[config.mk]
export PLATFORM = sky130hd
export DESIGN_NAME = wakeup_timer_and_sense_status
export DESIGN_NICKNAME = d
export VERILOG_FILES = /design/src/wakeup_timer_and_sense_status.v
export VERILOG_INCLUDE_DIRS = /design/src
export SDC_FILE = /design/constraint.sdc
export NUM_CORES = 1
export LEC_CHECK = 0
export ABC_AREA = 0
export BUFFER_PORTS_ARGS = -buffer_cell sky130_fd_sc_hd__buf_2
export CAP_MARGIN = 10
export CELL_PAD_IN_SITES_DETAIL_PLACEMENT = 1
export CELL_PAD_IN_SITES_GLOBAL_PLACEMENT = 1
export CORE_MARGIN = 2
export CORE_UTILIZATION = 50
export DETAILED_ROUTE_END_ITERATION = 7
export PLACE_DENSITY = 0.95
export SLEW_MARGIN = 0
export SYNTH_ARGS = -nofsm -noshare
export SYNTH_HDL_FRONTEND = slang
export SYNTH_SLANG_ARGS = --single-unit
[constraint.sdc]
create_clock -name ref_clk_i -period 6.5 [get_ports ref_clk_i]
set_input_delay 0.325 -clock ref_clk_i [delete_from_list [all_inputs] [get_ports ref_clk_i]]
set_output_delay 0.325 -clock ref_clk_i [all_outputs]
set_load 0.05 [all_outputs]
[src/wakeup_timer_map.vh]
`ifndef WAKEUP_TIMER_MAP_VH
`define WAKEUP_TIMER_MAP_VH

// register offsets
`define OFS_CAP_CTRL 8'h2e
`define OFS_CAP_READBACK 8'h2f
`define OFS_AUX_STATUS 8'h30
`define OFS_WAKE_CTRL 8'h31
`define OFS_AMP_CFG 8'h32
`define OFS_AMP_REF 8'h33
`define OFS_PHASE_CFG 8'h36
`define OFS_PHASE_REF 8'h37
`define OFS_IRQ_STATUS 8'h40
`define OFS_IRQ_MASK 8'h41
`define OFS_WAKE_ENABLE 8'h42

// reset values
`define RST_BYTE 8'h00
`define RST_IRQ 3'h0

// capacitive sensor control fields
`define CAP_MCAL_HI 7
`define CAP_MCAL_LO 3
`define CAP_GAIN_HI 2
`define CAP_GAIN_LO 0

// sensor gain codes and values in mV/pF
`define GAIN_CODE_0 3'h0
`define GAIN_CODE_1 3'h1
`define GAIN_CODE_2 3'h2
`define GAIN_CODE_4 3'h4
`define GAIN_CODE_6 3'h6
`define GAIN_MV_0 13'haf0
`define GAIN_MV_1 13'h1964
`define GAIN_MV_2 13'h44c
`define GAIN_MV_4 13'h1f4
`define GAIN_MV_6 13'h15e

// wake-up control fields
`define WAKE_RANGE_BIT 7
`define WAKE_TMO_HI 6
`define WAKE_TMO_LO 4
`define WAKE_IRQ_BIT 3
`define WAKE_AMP_BIT 2
`define WAKE_PHASE_BIT 1

// measurement config fields
`define THR_HI 7
`define THR_LO 4
`define AMP_REF_SEL_BIT 0

// interrupt status bits
`define IRQ_TIMEOUT 0
`define IRQ_AMP 1
`define IRQ_PHASE 2

// timing
`define CLK_PERIOD_NS 10
`define SHORT_STEP_NS 10000000
`define LONG_PER_SHORT 7'h0a

`endif
[src/wakeup_timer_and_sense_status.v]
// What this block does
// manual cal field steps 0.1 pF to 3.1 pF; zero selects automatic
// gain code decodes to 2.8, 6.5, 1.1, 0.5, 0.35 V/pF; others unused
// sensor, readback, aux status, wake control clear at reset and set-default
// readback shows cal value bits 7..3, cal ended bit 2, error bit 1
// status bit 7 selected channel, bit 6 external field present
// status bit 5 high while transmitting
// status bit 4 high once crystal oscillator is stable
// status bit 3 high while receive decoder enabled
// status bit 2 high while a message is being received
// status bit 1 high in peer detection mode
// status bit 0 high in collision avoidance mode
// control bit 7 picks 100 ms or 10 ms base step
// timeout is (N+1) base steps, N the three-bit field
// interrupt at every expiry when control bit 3 set
// bit 2 starts amplitude measurement; interrupt if beyond amplitude threshold
// bit 1 starts phase measurement; interrupt if beyond phase threshold
// amplitude threshold is upper four bits of amplitude config
// config bit picks stored or averaged amplitude reference
// timer restarts after each expiry while wake-up stays enabled
`timescale 1ns/10ps
`include "wakeup_timer_map.vh"

module wakeup_timer_and_sense_status #(
  parameter STEP_CYCLES = `SHORT_STEP_NS / `CLK_PERIOD_NS
) (
  // clock and reset
  input wire ref_clk_i,
  input wire resetn_i,
  // register port
  input wire [7:0] addr_i,
  input wire [7:0] wdata_i,
  input wire wr_i,
  input wire rd_i,
  output wire [7:0] rdata_o,
  // set-default command
  input wire set_default_i,
  // device status inputs
  input wire chan_sel_pm_i,
  input wire ext_field_i,
  input wire tx_active_i,
  input wire osc_stable_i,
  input wire rx_enabled_i,
  input wire rx_receiving_i,
  input wire peer_detect_i,
  input wire collision_avoid_active_i,
  // capacitive calibration result
  input wire [4:0] cal_value_i,
  input wire cal_done_i,
  input wire cal_error_i,
  // capacitive sensor setup
  output wire [4:0] cap_cal_manual_o,
  output wire auto_cal_en_o,
  output wire [12:0] gain_mv_per_pf_o,
  output wire gain_valid_o,
  // measurement handshake
  output wire amp_meas_req_o,
  input wire amp_done_i,
  input wire [7:0] amp_result_i,
  input wire [7:0] amp_avg_ref_i,
  output wire phase_meas_req_o,
  input wire phase_done_i,
  input wire [7:0] phase_result_i,
  // timer and interrupt
  output wire wake_timeout_o,
  output wire irq_o
);

  reg [7:0] cap_ctrl_r;
  reg [7:0] cap_rb_r;
  reg [7:0] aux_r;
  reg [7:0] wake_ctrl_r;
  reg [7:0] amp_cfg_r;
  reg [7:0] amp_ref_r;
  reg [7:0] ph_cfg_r;
  reg [7:0] ph_ref_r;
  reg wake_en_r;
  reg [2:0] irq_stat_r;
  reg [2:0] irq_mask_r;
  reg irq_r;
  reg [7:0] rdata_r;

  reg [4:0] mcal_r;
  reg auto_cal_r;
  reg [12:0] gain_mv_r;
  reg gain_ok_r;

  // two-flop synchronisers for status and calibration inputs
  reg [15:0] sync_a_r;
  reg [15:0] sync_b_r;
  reg cal_done_d_r;

  reg [19:0] pre_r;
  reg [6:0] tick_cnt_r;
  reg expire_r;
  reg amp_req_r;
  reg ph_req_r;
  reg amp_busy_r;
  reg ph_busy_r;

  wire [15:0] async_in;
  wire [7:0] aux_nxt;
  wire cal_rise;
  wire run;
  wire tick;
  wire [3:0] tmo_n1;
  wire [6:0] tgt;
  wire expire;
  wire [7:0] amp_ref_use;
  wire [7:0] amp_diff;
  wire [7:0] ph_diff;
  wire amp_hit;
  wire ph_hit;
  wire [2:0] irq_set;
  wire [2:0] irq_clr;
  wire [2:0] irq_stat_nxt;
  wire [2:0] irq_mask_nxt;
  wire [7:0] cap_ctrl_nxt;
  wire wr_cap;
  wire wr_wake;

  assign async_in = {cal_error_i, cal_done_i, cal_value_i, chan_sel_pm_i,
                     ext_field_i, tx_active_i, osc_stable_i, rx_enabled_i,
                     rx_receiving_i, peer_detect_i, collision_avoid_active_i,
                     1'b0};

  always @(posedge ref_clk_i or negedge resetn_i) begin
    if (!resetn_i) begin
      sync_a_r <= 16'h0000;
      sync_b_r <= 16'h0000;
      cal_done_d_r <= 1'b0;
    end else begin
      sync_a_r <= async_in;
      sync_b_r <= sync_a_r;
      cal_done_d_r <= sync_b_r[14];
    end
  end

  // aux status, bit order channel..collision avoid
  assign aux_nxt = {sync_b_r[8],
                    sync_b_r[7],
                    sync_b_r[6],
                    sync_b_r[5],
                    sync_b_r[4],
                    sync_b_r[3],
                    sync_b_r[2],
                    sync_b_r[1]};

  assign cal_rise = sync_b_r[14] & ~cal_done_d_r;

  assign wr_cap = wr_i && (addr_i == `OFS_CAP_CTRL);
  assign wr_wake = wr_i && (addr_i == `OFS_WAKE_CTRL);
  assign cap_ctrl_nxt = set_default_i ? `RST_BYTE :
                        wr_cap ? wdata_i : cap_ctrl_r;

  // status and readback registers
  always @(posedge ref_clk_i or negedge resetn_i) begin
    if (!resetn_i) begin
      aux_r <= `RST_BYTE;
      cap_rb_r <= `RST_BYTE;
    end else if (set_default_i) begin
      aux_r <= `RST_BYTE;
      cap_rb_r <= `RST_BYTE;
    end else begin
      aux_r <= aux_nxt;
      if (cal_rise) begin
        cap_rb_r <= {sync_b_r[13:9], 1'b1, sync_b_r[15], 1'b0};
      end
    end
  end

  // software written registers
  always @(posedge ref_clk_i or negedge resetn_i) begin
    if (!resetn_i) begin
      cap_ctrl_r <= `RST_BYTE;
      wake_ctrl_r <= `RST_BYTE;
      amp_cfg_r <= `RST_BYTE;
      amp_ref_r <= `RST_BYTE;
      ph_cfg_r <= `RST_BYTE;
      ph_ref_r <= `RST_BYTE;
      wake_en_r <= 1'b0;
      irq_mask_r <= `RST_IRQ;
    end else if (set_default_i) begin
      cap_ctrl_r <= `RST_BYTE;
      wake_ctrl_r <= `RST_BYTE;
      amp_cfg_r <= `RST_BYTE;
      amp_ref_r <= `RST_BYTE;
      ph_cfg_r <= `RST_BYTE;
      ph_ref_r <= `RST_BYTE;
      wake_en_r <= 1'b0;
      irq_mask_r <= `RST_IRQ;
    end else if (wr_i) begin
      cap_ctrl_r <= cap_ctrl_nxt;
      if (addr_i == `OFS_WAKE_CTRL) begin
        wake_ctrl_r <= {wdata_i[7:1], 1'b0};
      end else if (addr_i == `OFS_AMP_CFG) begin
        amp_cfg_r <= wdata_i;
      end else if (addr_i == `OFS_AMP_REF) begin
        amp_ref_r <= wdata_i;
      end else if (addr_i == `OFS_PHASE_CFG) begin
        ph_cfg_r <= wdata_i;
      end else if (addr_i == `OFS_PHASE_REF) begin
        ph_ref_r <= wdata_i;
      end else if (addr_i == `OFS_WAKE_ENABLE) begin
        wake_en_r <= wdata_i[0];
      end else if (addr_i == `OFS_IRQ_MASK) begin
        irq_mask_r <= wdata_i[2:0];
      end
    end
  end

  // sensor setup outputs follow the control register
  always @(posedge ref_clk_i or negedge resetn_i) begin
    if (!resetn_i) begin
      mcal_r <= 5'h00;
      auto_cal_r <= 1'b1;
      gain_mv_r <= `GAIN_MV_0;
      gain_ok_r <= 1'b1;
    end else begin
      mcal_r <= cap_ctrl_nxt[`CAP_MCAL_HI:`CAP_MCAL_LO];
      auto_cal_r <= (cap_ctrl_nxt[`CAP_MCAL_HI:`CAP_MCAL_LO] == 5'h00);
      gain_ok_r <= 1'b1;
      case (cap_ctrl_nxt[`CAP_GAIN_HI:`CAP_GAIN_LO])
        `GAIN_CODE_0: gain_mv_r <= `GAIN_MV_0;
        `GAIN_CODE_1: gain_mv_r <= `GAIN_MV_1;
        `GAIN_CODE_2: gain_mv_r <= `GAIN_MV_2;
        `GAIN_CODE_4: gain_mv_r <= `GAIN_MV_4;
        `GAIN_CODE_6: gain_mv_r <= `GAIN_MV_6;
        default: begin
          gain_mv_r <= 13'h0000;
          gain_ok_r <= 1'b0;
        end
      endcase
    end
  end

  // wake-up timer: prescaler of one short step, then step ticks
  assign run = wake_en_r && !wr_wake && !set_default_i;
  assign tick = (pre_r == STEP_CYCLES[19:0] - 20'h00001);
  assign tmo_n1 = {1'b0, wake_ctrl_r[`WAKE_TMO_HI:`WAKE_TMO_LO]} + 4'h1;
  assign tgt = wake_ctrl_r[`WAKE_RANGE_BIT] ? {3'h0, tmo_n1} :
               ({3'h0, tmo_n1} << 3) + ({3'h0, tmo_n1} << 1);
  assign expire = run && tick && (tick_cnt_r == tgt - 7'h01);

  always @(posedge ref_clk_i or negedge resetn_i) begin
    if (!resetn_i) begin
      pre_r <= 20'h00000;
      tick_cnt_r <= 7'h00;
      expire_r <= 1'b0;
    end else begin
      expire_r <= expire;
      if (!run) begin
        pre_r <= 20'h00000;
        tick_cnt_r <= 7'h00;
      end else if (tick) begin
        pre_r <= 20'h00000;
        if (expire) begin
          tick_cnt_r <= 7'h00;
        end else begin
          tick_cnt_r <= tick_cnt_r + 7'h01;
        end
      end else begin
        pre_r <= pre_r + 20'h00001;
      end
    end
  end

  // measurement requests at timeout and result comparison
  assign amp_ref_use = amp_cfg_r[`AMP_REF_SEL_BIT] ? amp_avg_ref_i : amp_ref_r;
  assign amp_diff = (amp_result_i > amp_ref_use) ? amp_result_i - amp_ref_use :
                    amp_ref_use - amp_result_i;
  assign ph_diff = (phase_result_i > ph_ref_r) ? phase_result_i - ph_ref_r :
                   ph_ref_r - phase_result_i;
  assign amp_hit = amp_busy_r && amp_done_i &&
                   (amp_diff > {4'h0, amp_cfg_r[`THR_HI:`THR_LO]});
  assign ph_hit = ph_busy_r && phase_done_i &&
                  (ph_diff > {4'h0, ph_cfg_r[`THR_HI:`THR_LO]});

  always @(posedge ref_clk_i or negedge resetn_i) begin
    if (!resetn_i) begin
      amp_req_r <= 1'b0;
      ph_req_r <= 1'b0;
      amp_busy_r <= 1'b0;
      ph_busy_r <= 1'b0;
    end else if (set_default_i) begin
      amp_req_r <= 1'b0;
      ph_req_r <= 1'b0;
      amp_busy_r <= 1'b0;
      ph_busy_r <= 1'b0;
    end else begin
      amp_req_r <= expire && wake_ctrl_r[`WAKE_AMP_BIT];
      ph_req_r <= expire && wake_ctrl_r[`WAKE_PHASE_BIT];
      if (expire && wake_ctrl_r[`WAKE_AMP_BIT]) begin
        amp_busy_r <= 1'b1;
      end else if (amp_done_i) begin
        amp_busy_r <= 1'b0;
      end
      if (expire && wake_ctrl_r[`WAKE_PHASE_BIT]) begin
        ph_busy_r <= 1'b1;
      end else if (phase_done_i) begin
        ph_busy_r <= 1'b0;
      end
    end
  end

  // interrupt status: write one to clear, a new event wins
  assign irq_set = {ph_hit, amp_hit, expire && wake_ctrl_r[`WAKE_IRQ_BIT]};
  assign irq_clr = (wr_i && (addr_i == `OFS_IRQ_STATUS)) ? wdata_i[2:0] : 3'h0;
  assign irq_stat_nxt = irq_set | (irq_stat_r & ~irq_clr);
  // a mask write reaches the interrupt output at the edge that takes it
  assign irq_mask_nxt = (wr_i && (addr_i == `OFS_IRQ_MASK)) ? wdata_i[2:0] : irq_mask_r;

  always @(posedge ref_clk_i or negedge resetn_i) begin
    if (!resetn_i) begin
      irq_stat_r <= `RST_IRQ;
      irq_r <= 1'b0;
    end else if (set_default_i) begin
      irq_stat_r <= `RST_IRQ;
      irq_r <= 1'b0;
    end else begin
      irq_stat_r <= irq_stat_nxt;
      irq_r <= |(irq_stat_nxt & irq_mask_nxt);
    end
  end

  // read data valid only in the cycle after the strobe
  always @(posedge ref_clk_i or negedge resetn_i) begin
    if (!resetn_i) begin
      rdata_r <= 8'h00;
    end else if (!rd_i) begin
      rdata_r <= 8'h00;
    end else if (addr_i == `OFS_CAP_CTRL) begin
      rdata_r <= cap_ctrl_r;
    end else if (addr_i == `OFS_CAP_READBACK) begin
      rdata_r <= cap_rb_r;
    end else if (addr_i == `OFS_AUX_STATUS) begin
      rdata_r <= aux_r;
    end else if (addr_i == `OFS_WAKE_CTRL) begin
      rdata_r <= wake_ctrl_r;
    end else if (addr_i == `OFS_AMP_CFG) begin
      rdata_r <= amp_cfg_r;
    end else if (addr_i == `OFS_AMP_REF) begin
      rdata_r <= amp_ref_r;
    end else if (addr_i == `OFS_PHASE_CFG) begin
      rdata_r <= ph_cfg_r;
    end else if (addr_i == `OFS_PHASE_REF) begin
      rdata_r <= ph_ref_r;
    end else if (addr_i == `OFS_IRQ_STATUS) begin
      rdata_r <= {5'h00, irq_stat_r};
    end else if (addr_i == `OFS_IRQ_MASK) begin
      rdata_r <= {5'h00, irq_mask_r};
    end else if (addr_i == `OFS_WAKE_ENABLE) begin
      rdata_r <= {7'h00, wake_en_r};
    end else begin
      rdata_r <= 8'h00;
    end
  end

  assign rdata_o = rdata_r;
  assign cap_cal_manual_o = mcal_r;
  assign auto_cal_en_o = auto_cal_r;
  assign gain_mv_per_pf_o = gain_mv_r;
  assign gain_valid_o = gain_ok_r;
  assign amp_meas_req_o = amp_req_r;
  assign phase_meas_req_o = ph_req_r;
  assign wake_timeout_o = expire_r;
  assign irq_o = irq_r;

endmodule

==> impl_metrics.env <==
export IMPL_post_route_min_period_ns=4.98
export IMPL_insertion_delay_ns=0.45
export IMPL_row_count=47
export IMPL_synth_top_area_cell="dfrtp_1"
export IMPL_critical_path_arrival_ns=5.30
export IMPL_crit_chain="mux2i_1, inv_1, ha_1, inv_1, fa_1, a211o_1, a21o_1, a21oi_4, nor2_2, mux2_2, ha_1, nor2b_1, o21ai_0, nand2b_1, a21oi_1, a41oi_1, a2111oi_4, nor2_1, a2111o_1"
export IMPL_crit_end="irq_o"
export IMPL_drc=0
export IMPL_die_h_microns=134
export IMPL_area_growth_pct=15.9
export IMPL_die_area_sq_um=18000
export IMPL_setup_worst_path_class="reg2reg"
export IMPL_syn_nets=949
export IMPL_avgRoutedWirePerCell_microns=24.0
export IMPL_coreArea_sq_um=16600
export IMPL_worstPathMaxFanout=10
export IMPL_critPathCaptureType="flip-flop"
export IMPL_syn_area_sq_um=8480
export IMPL_synth_most_common_cell="dfrtp_1"
export IMPL_synth_edf_count=0
export IMPL_gp_congestion=0.891
export IMPL_rsz0062_at_grt="no"
export IMPL_dp_hpwl_mm=18.7
export IMPL_clockBufferDepth=2
export IMPL_async_flop_share_pct=100
export IMPL_power_density_nw_per_um2=238
export IMPL_cts_made_buffers=17
export IMPL_max_stage_delay_ns=0.72
export IMPL_tns_ns=0
export IMPL_min_from="phase_done_i"
export IMPL_worstReg2RegStart="amp_cfg_r[0]"
export IMPL_initial_core_util_pct=51.1
export IMPL_clock_skew_ns=0.0175
export IMPL_drive_gt1_share_pct=17.0
export IMPL_num_io_pins=94
export IMPL_max_slew_margin_pct=13.3
export IMPL_critPathLaunchType="flip-flop"
export IMPL_status="complete, no violations"
export IMPL_dpl_cell_count=1123
export IMPL_clock_sinks=159
export IMPL_synthTopCellsByArea="dfrtp_1, mux2i_1, ha_1, nor2_1, nand2_1"
export IMPL_grt_max_degree=92
export IMPL_grt_remaining_overflow=0
export IMPL_synth_cell_types=70
export IMPL_cp_required_ns=6.82
export IMPL_fp_dieW_microns=134
export IMPL_vdd_ir_drop_max_mv=0.283
export IMPL_ant_nets=0
export IMPL_grt_use_total_pct=32.1
export IMPL_drt_iter0_markers=578
export IMPL_antenna_found_initial=1
export IMPL_io_buffer_count=92
export IMPL_grt_pass1_wl_mm=44.1
export IMPL_power_leakage_nw=4.71
export IMPL_fin_area_sq_um=9830
export IMPL_cts_tree="done"
export IMPL_ys_seq_area_share_pct=47.0
export IMPL_worst_path_max_delay_cell="dfrtp_1"
export IMPL_net_switching_power_uw=693
export IMPL_grt_pass1_vias=7825
export IMPL_p_sw_share_pct=29.6
export IMPL_ys_warn_count=0
export IMPL_placed_area_sq_um=9100
export IMPL_routed_via_density=6.13
export IMPL_yosys_area_top_type_share_pct=44.8
export IMPL_cts_root_buf="clkbuf_16"
export IMPL_seqPwrFrac_pct=44.5
export IMPL_cell_internal_pwr_mw=1.65
export IMPL_finalMaxSlewViolations=0
export IMPL_hold_ws_ns=0.252
export IMPL_vias=7179
export IMPL_rrSetupSlack_ns=1.52
export IMPL_synth_top_cells_by_count="dfrtp_1, nor2_1, nand2_1"
export IMPL_htree_levels=4
export IMPL_hp_class="in2reg"
export IMPL_clockPowerShare_pct=42.0
export IMPL_post_route_period_util_pct=76.6
export IMPL_fin_cells=1172
export IMPL_ys_flop_type="dfrtp_1"
export IMPL_ys_ff_latch=159
export IMPL_worst_pin_slew_ns=1.30
export IMPL_setup_violations=0
export IMPL_syn_avg_cell_area_sq_um=10.1
export IMPL_clk_pin_slew_ns=0.07
export IMPL_dr_pass1_iters=6
export IMPL_cap_violations=0
export IMPL_worstReg2RegEnd="irq_o"
export IMPL_nets=1048
export IMPL_hold_viol_final=0
export IMPL_fmax_mhz=201
export IMPL_pwr_share_comb_pct=13.5
export IMPL_final_core_util_pct=59.3
export IMPL_worstRegToRegCells=19
export IMPL_wl_mm=28.1
export IMPL_syn_inst=839
export IMPL_crit_start="amp_cfg_r[0]"
==> layout by cell type, fill, tap and decap left out, types with 5 or more instances in the layout <==
cell,Yosys,final
nor3_1,11,11
xnor2_1,22,22
ha_1,43,43
a222oi_1,5,5
a21oi_1,40,40
a22oi_1,15,15
mux2_2,5,5
inv_1,57,57
dfstp_2,7,7
fa_1,5,5
a21boi_0,5,5
mux2i_1,57,57
nor2b_1,20,20
a31oi_1,8,8
buf_2,1,91
nor2_1,85,85
nand2_1,58,58
buf_4,2,5
nand4_1,6,6
dfrtp_1,152,152
nand3_1,25,25
o21ai_0,42,42
nand2b_1,18,18
xor2_1,13,13
a21o_1,8,8
clkbuf_16,0,17
and3_1,18,18
a211oi_1,5,5
dlygate4sd3_1,0,16
==> layout make-up <==
| type | count | area (sq um) |
|---|---|---|
| Sequential cell | 159 | 3990 |
| Timing Repair Buffer | 113 | 664 |
| Clock inverter | 15 | 148 |
| Clock buffer | 17 | 425 |
| Antenna cell | 1 | 2.50 |
| Tap cell | 220 | 275 |
| Multi-Input combinational cell | 590 | 4120 |
| Inverter | 57 | 214 |
| Fill cell | 1841 | 6750 |
==> logic make-up after synthesis <==
logic type	after synthesis	share of synthesized area, %
adder cells (fa/ha/maj)	48	7.52
XOR/XNOR	35	3.61
flip-flops	159	47.0
AO/OA/AOI/OAI	170	13.7
buffers and inverters	90	4.44
AND/OR/NAND/NOR	271	15.7
other	1	0.0442
multiplexers	65	8.01
==> worst min path at each step <==
stage / to / depth (start not counted) / slack (ns)
6_report: ph_busy_r / 3 / 0.25
5_1_grt: rdata_o[5] / 2 / 0.24
4_1_cts: rdata_o[5] / 2 / 0.24
3_5_place_dp: sync_b_r[9] / 0 / 0.34
3_3_place_gp: sync_b_r[12] / 0 / 0.33
2_1_floorplan: amp_busy_r / 0 / 0.03
==> sequential cells by signal, summed over array words and instances, names as in the netlist, 3 cells and up <==
| signal | flops |
|---|---|
| amp_cfg_r | 8 |
| amp_ref_r | 8 |
| aux_r | 8 |
| cap_cal_manual_o | 5 |
| cap_ctrl_r | 8 |
| cap_rb_r | 7 |
| gain_mv_per_pf_o | 11 |
| irq_mask_r | 3 |
| irq_stat_r | 3 |
| ph_cfg_r | 8 |
| ph_ref_r | 8 |
| pre_r | 20 |
| rdata_o | 8 |
| sync_a_r | 15 |
| sync_b_r | 15 |
| tick_cnt_r | 7 |
| wake_ctrl_r | 7 |
==> per-stage QoR <==
step	setup slack (ns)	power (mW)
finish	1.52	2.34
global route	1.31	2.41
CTS	1.61	2.34
detailed placement	1.77	1.35
global placement	2.00	1.33
floorplan	2.22	1.24
==> power by group through the flow <==
| stage | sequential [mW] | combinational [mW] | clock (mW) |
|---|---|---|---|
| floorplan | 1.05 | 0.195 | 0 |
| global placement | 1.05 | 0.276 | 0 |
| detailed placement | 1.06 | 0.293 | 0 |
| CTS | 1.04 | 0.312 | 0.985 |
| global route | 1.04 | 0.347 | 1.02 |
| finish | 1.04 | 0.315 | 0.982 |
==> repair_timing <==
action / CTS / global route
buffers inserted: 0 / 0
hold endpoints to repair: 94 / 0
hold buffers: 16 / 0
resized for setup: 0 / 0
==> critical path, delay by kind of cell (launching register included) <==
family / cells / cell delay (ns)
muxes: 2 / 0.52
adders and majority gates: 3 / 0.91
AOI/OAI and AO/OA: 8 / 2.07
DFF: 1 / 0.72
and+or+nand+nor: 4 / 0.47
buffers and inverters: 2 / 0.17
==> layer usage <==
layer  GRT usage (%)  vias to the layer above  part of all wire (%)
met2            55.5                      360                    50
met4            15.6                        2                   4.8
met1            37.1                     3579                    38
li1                -                     3119                     -
met5               0                        -                 0.057
met3            8.50                      119                   6.8
Note: power is estimated with default switching activity, not from simulation.
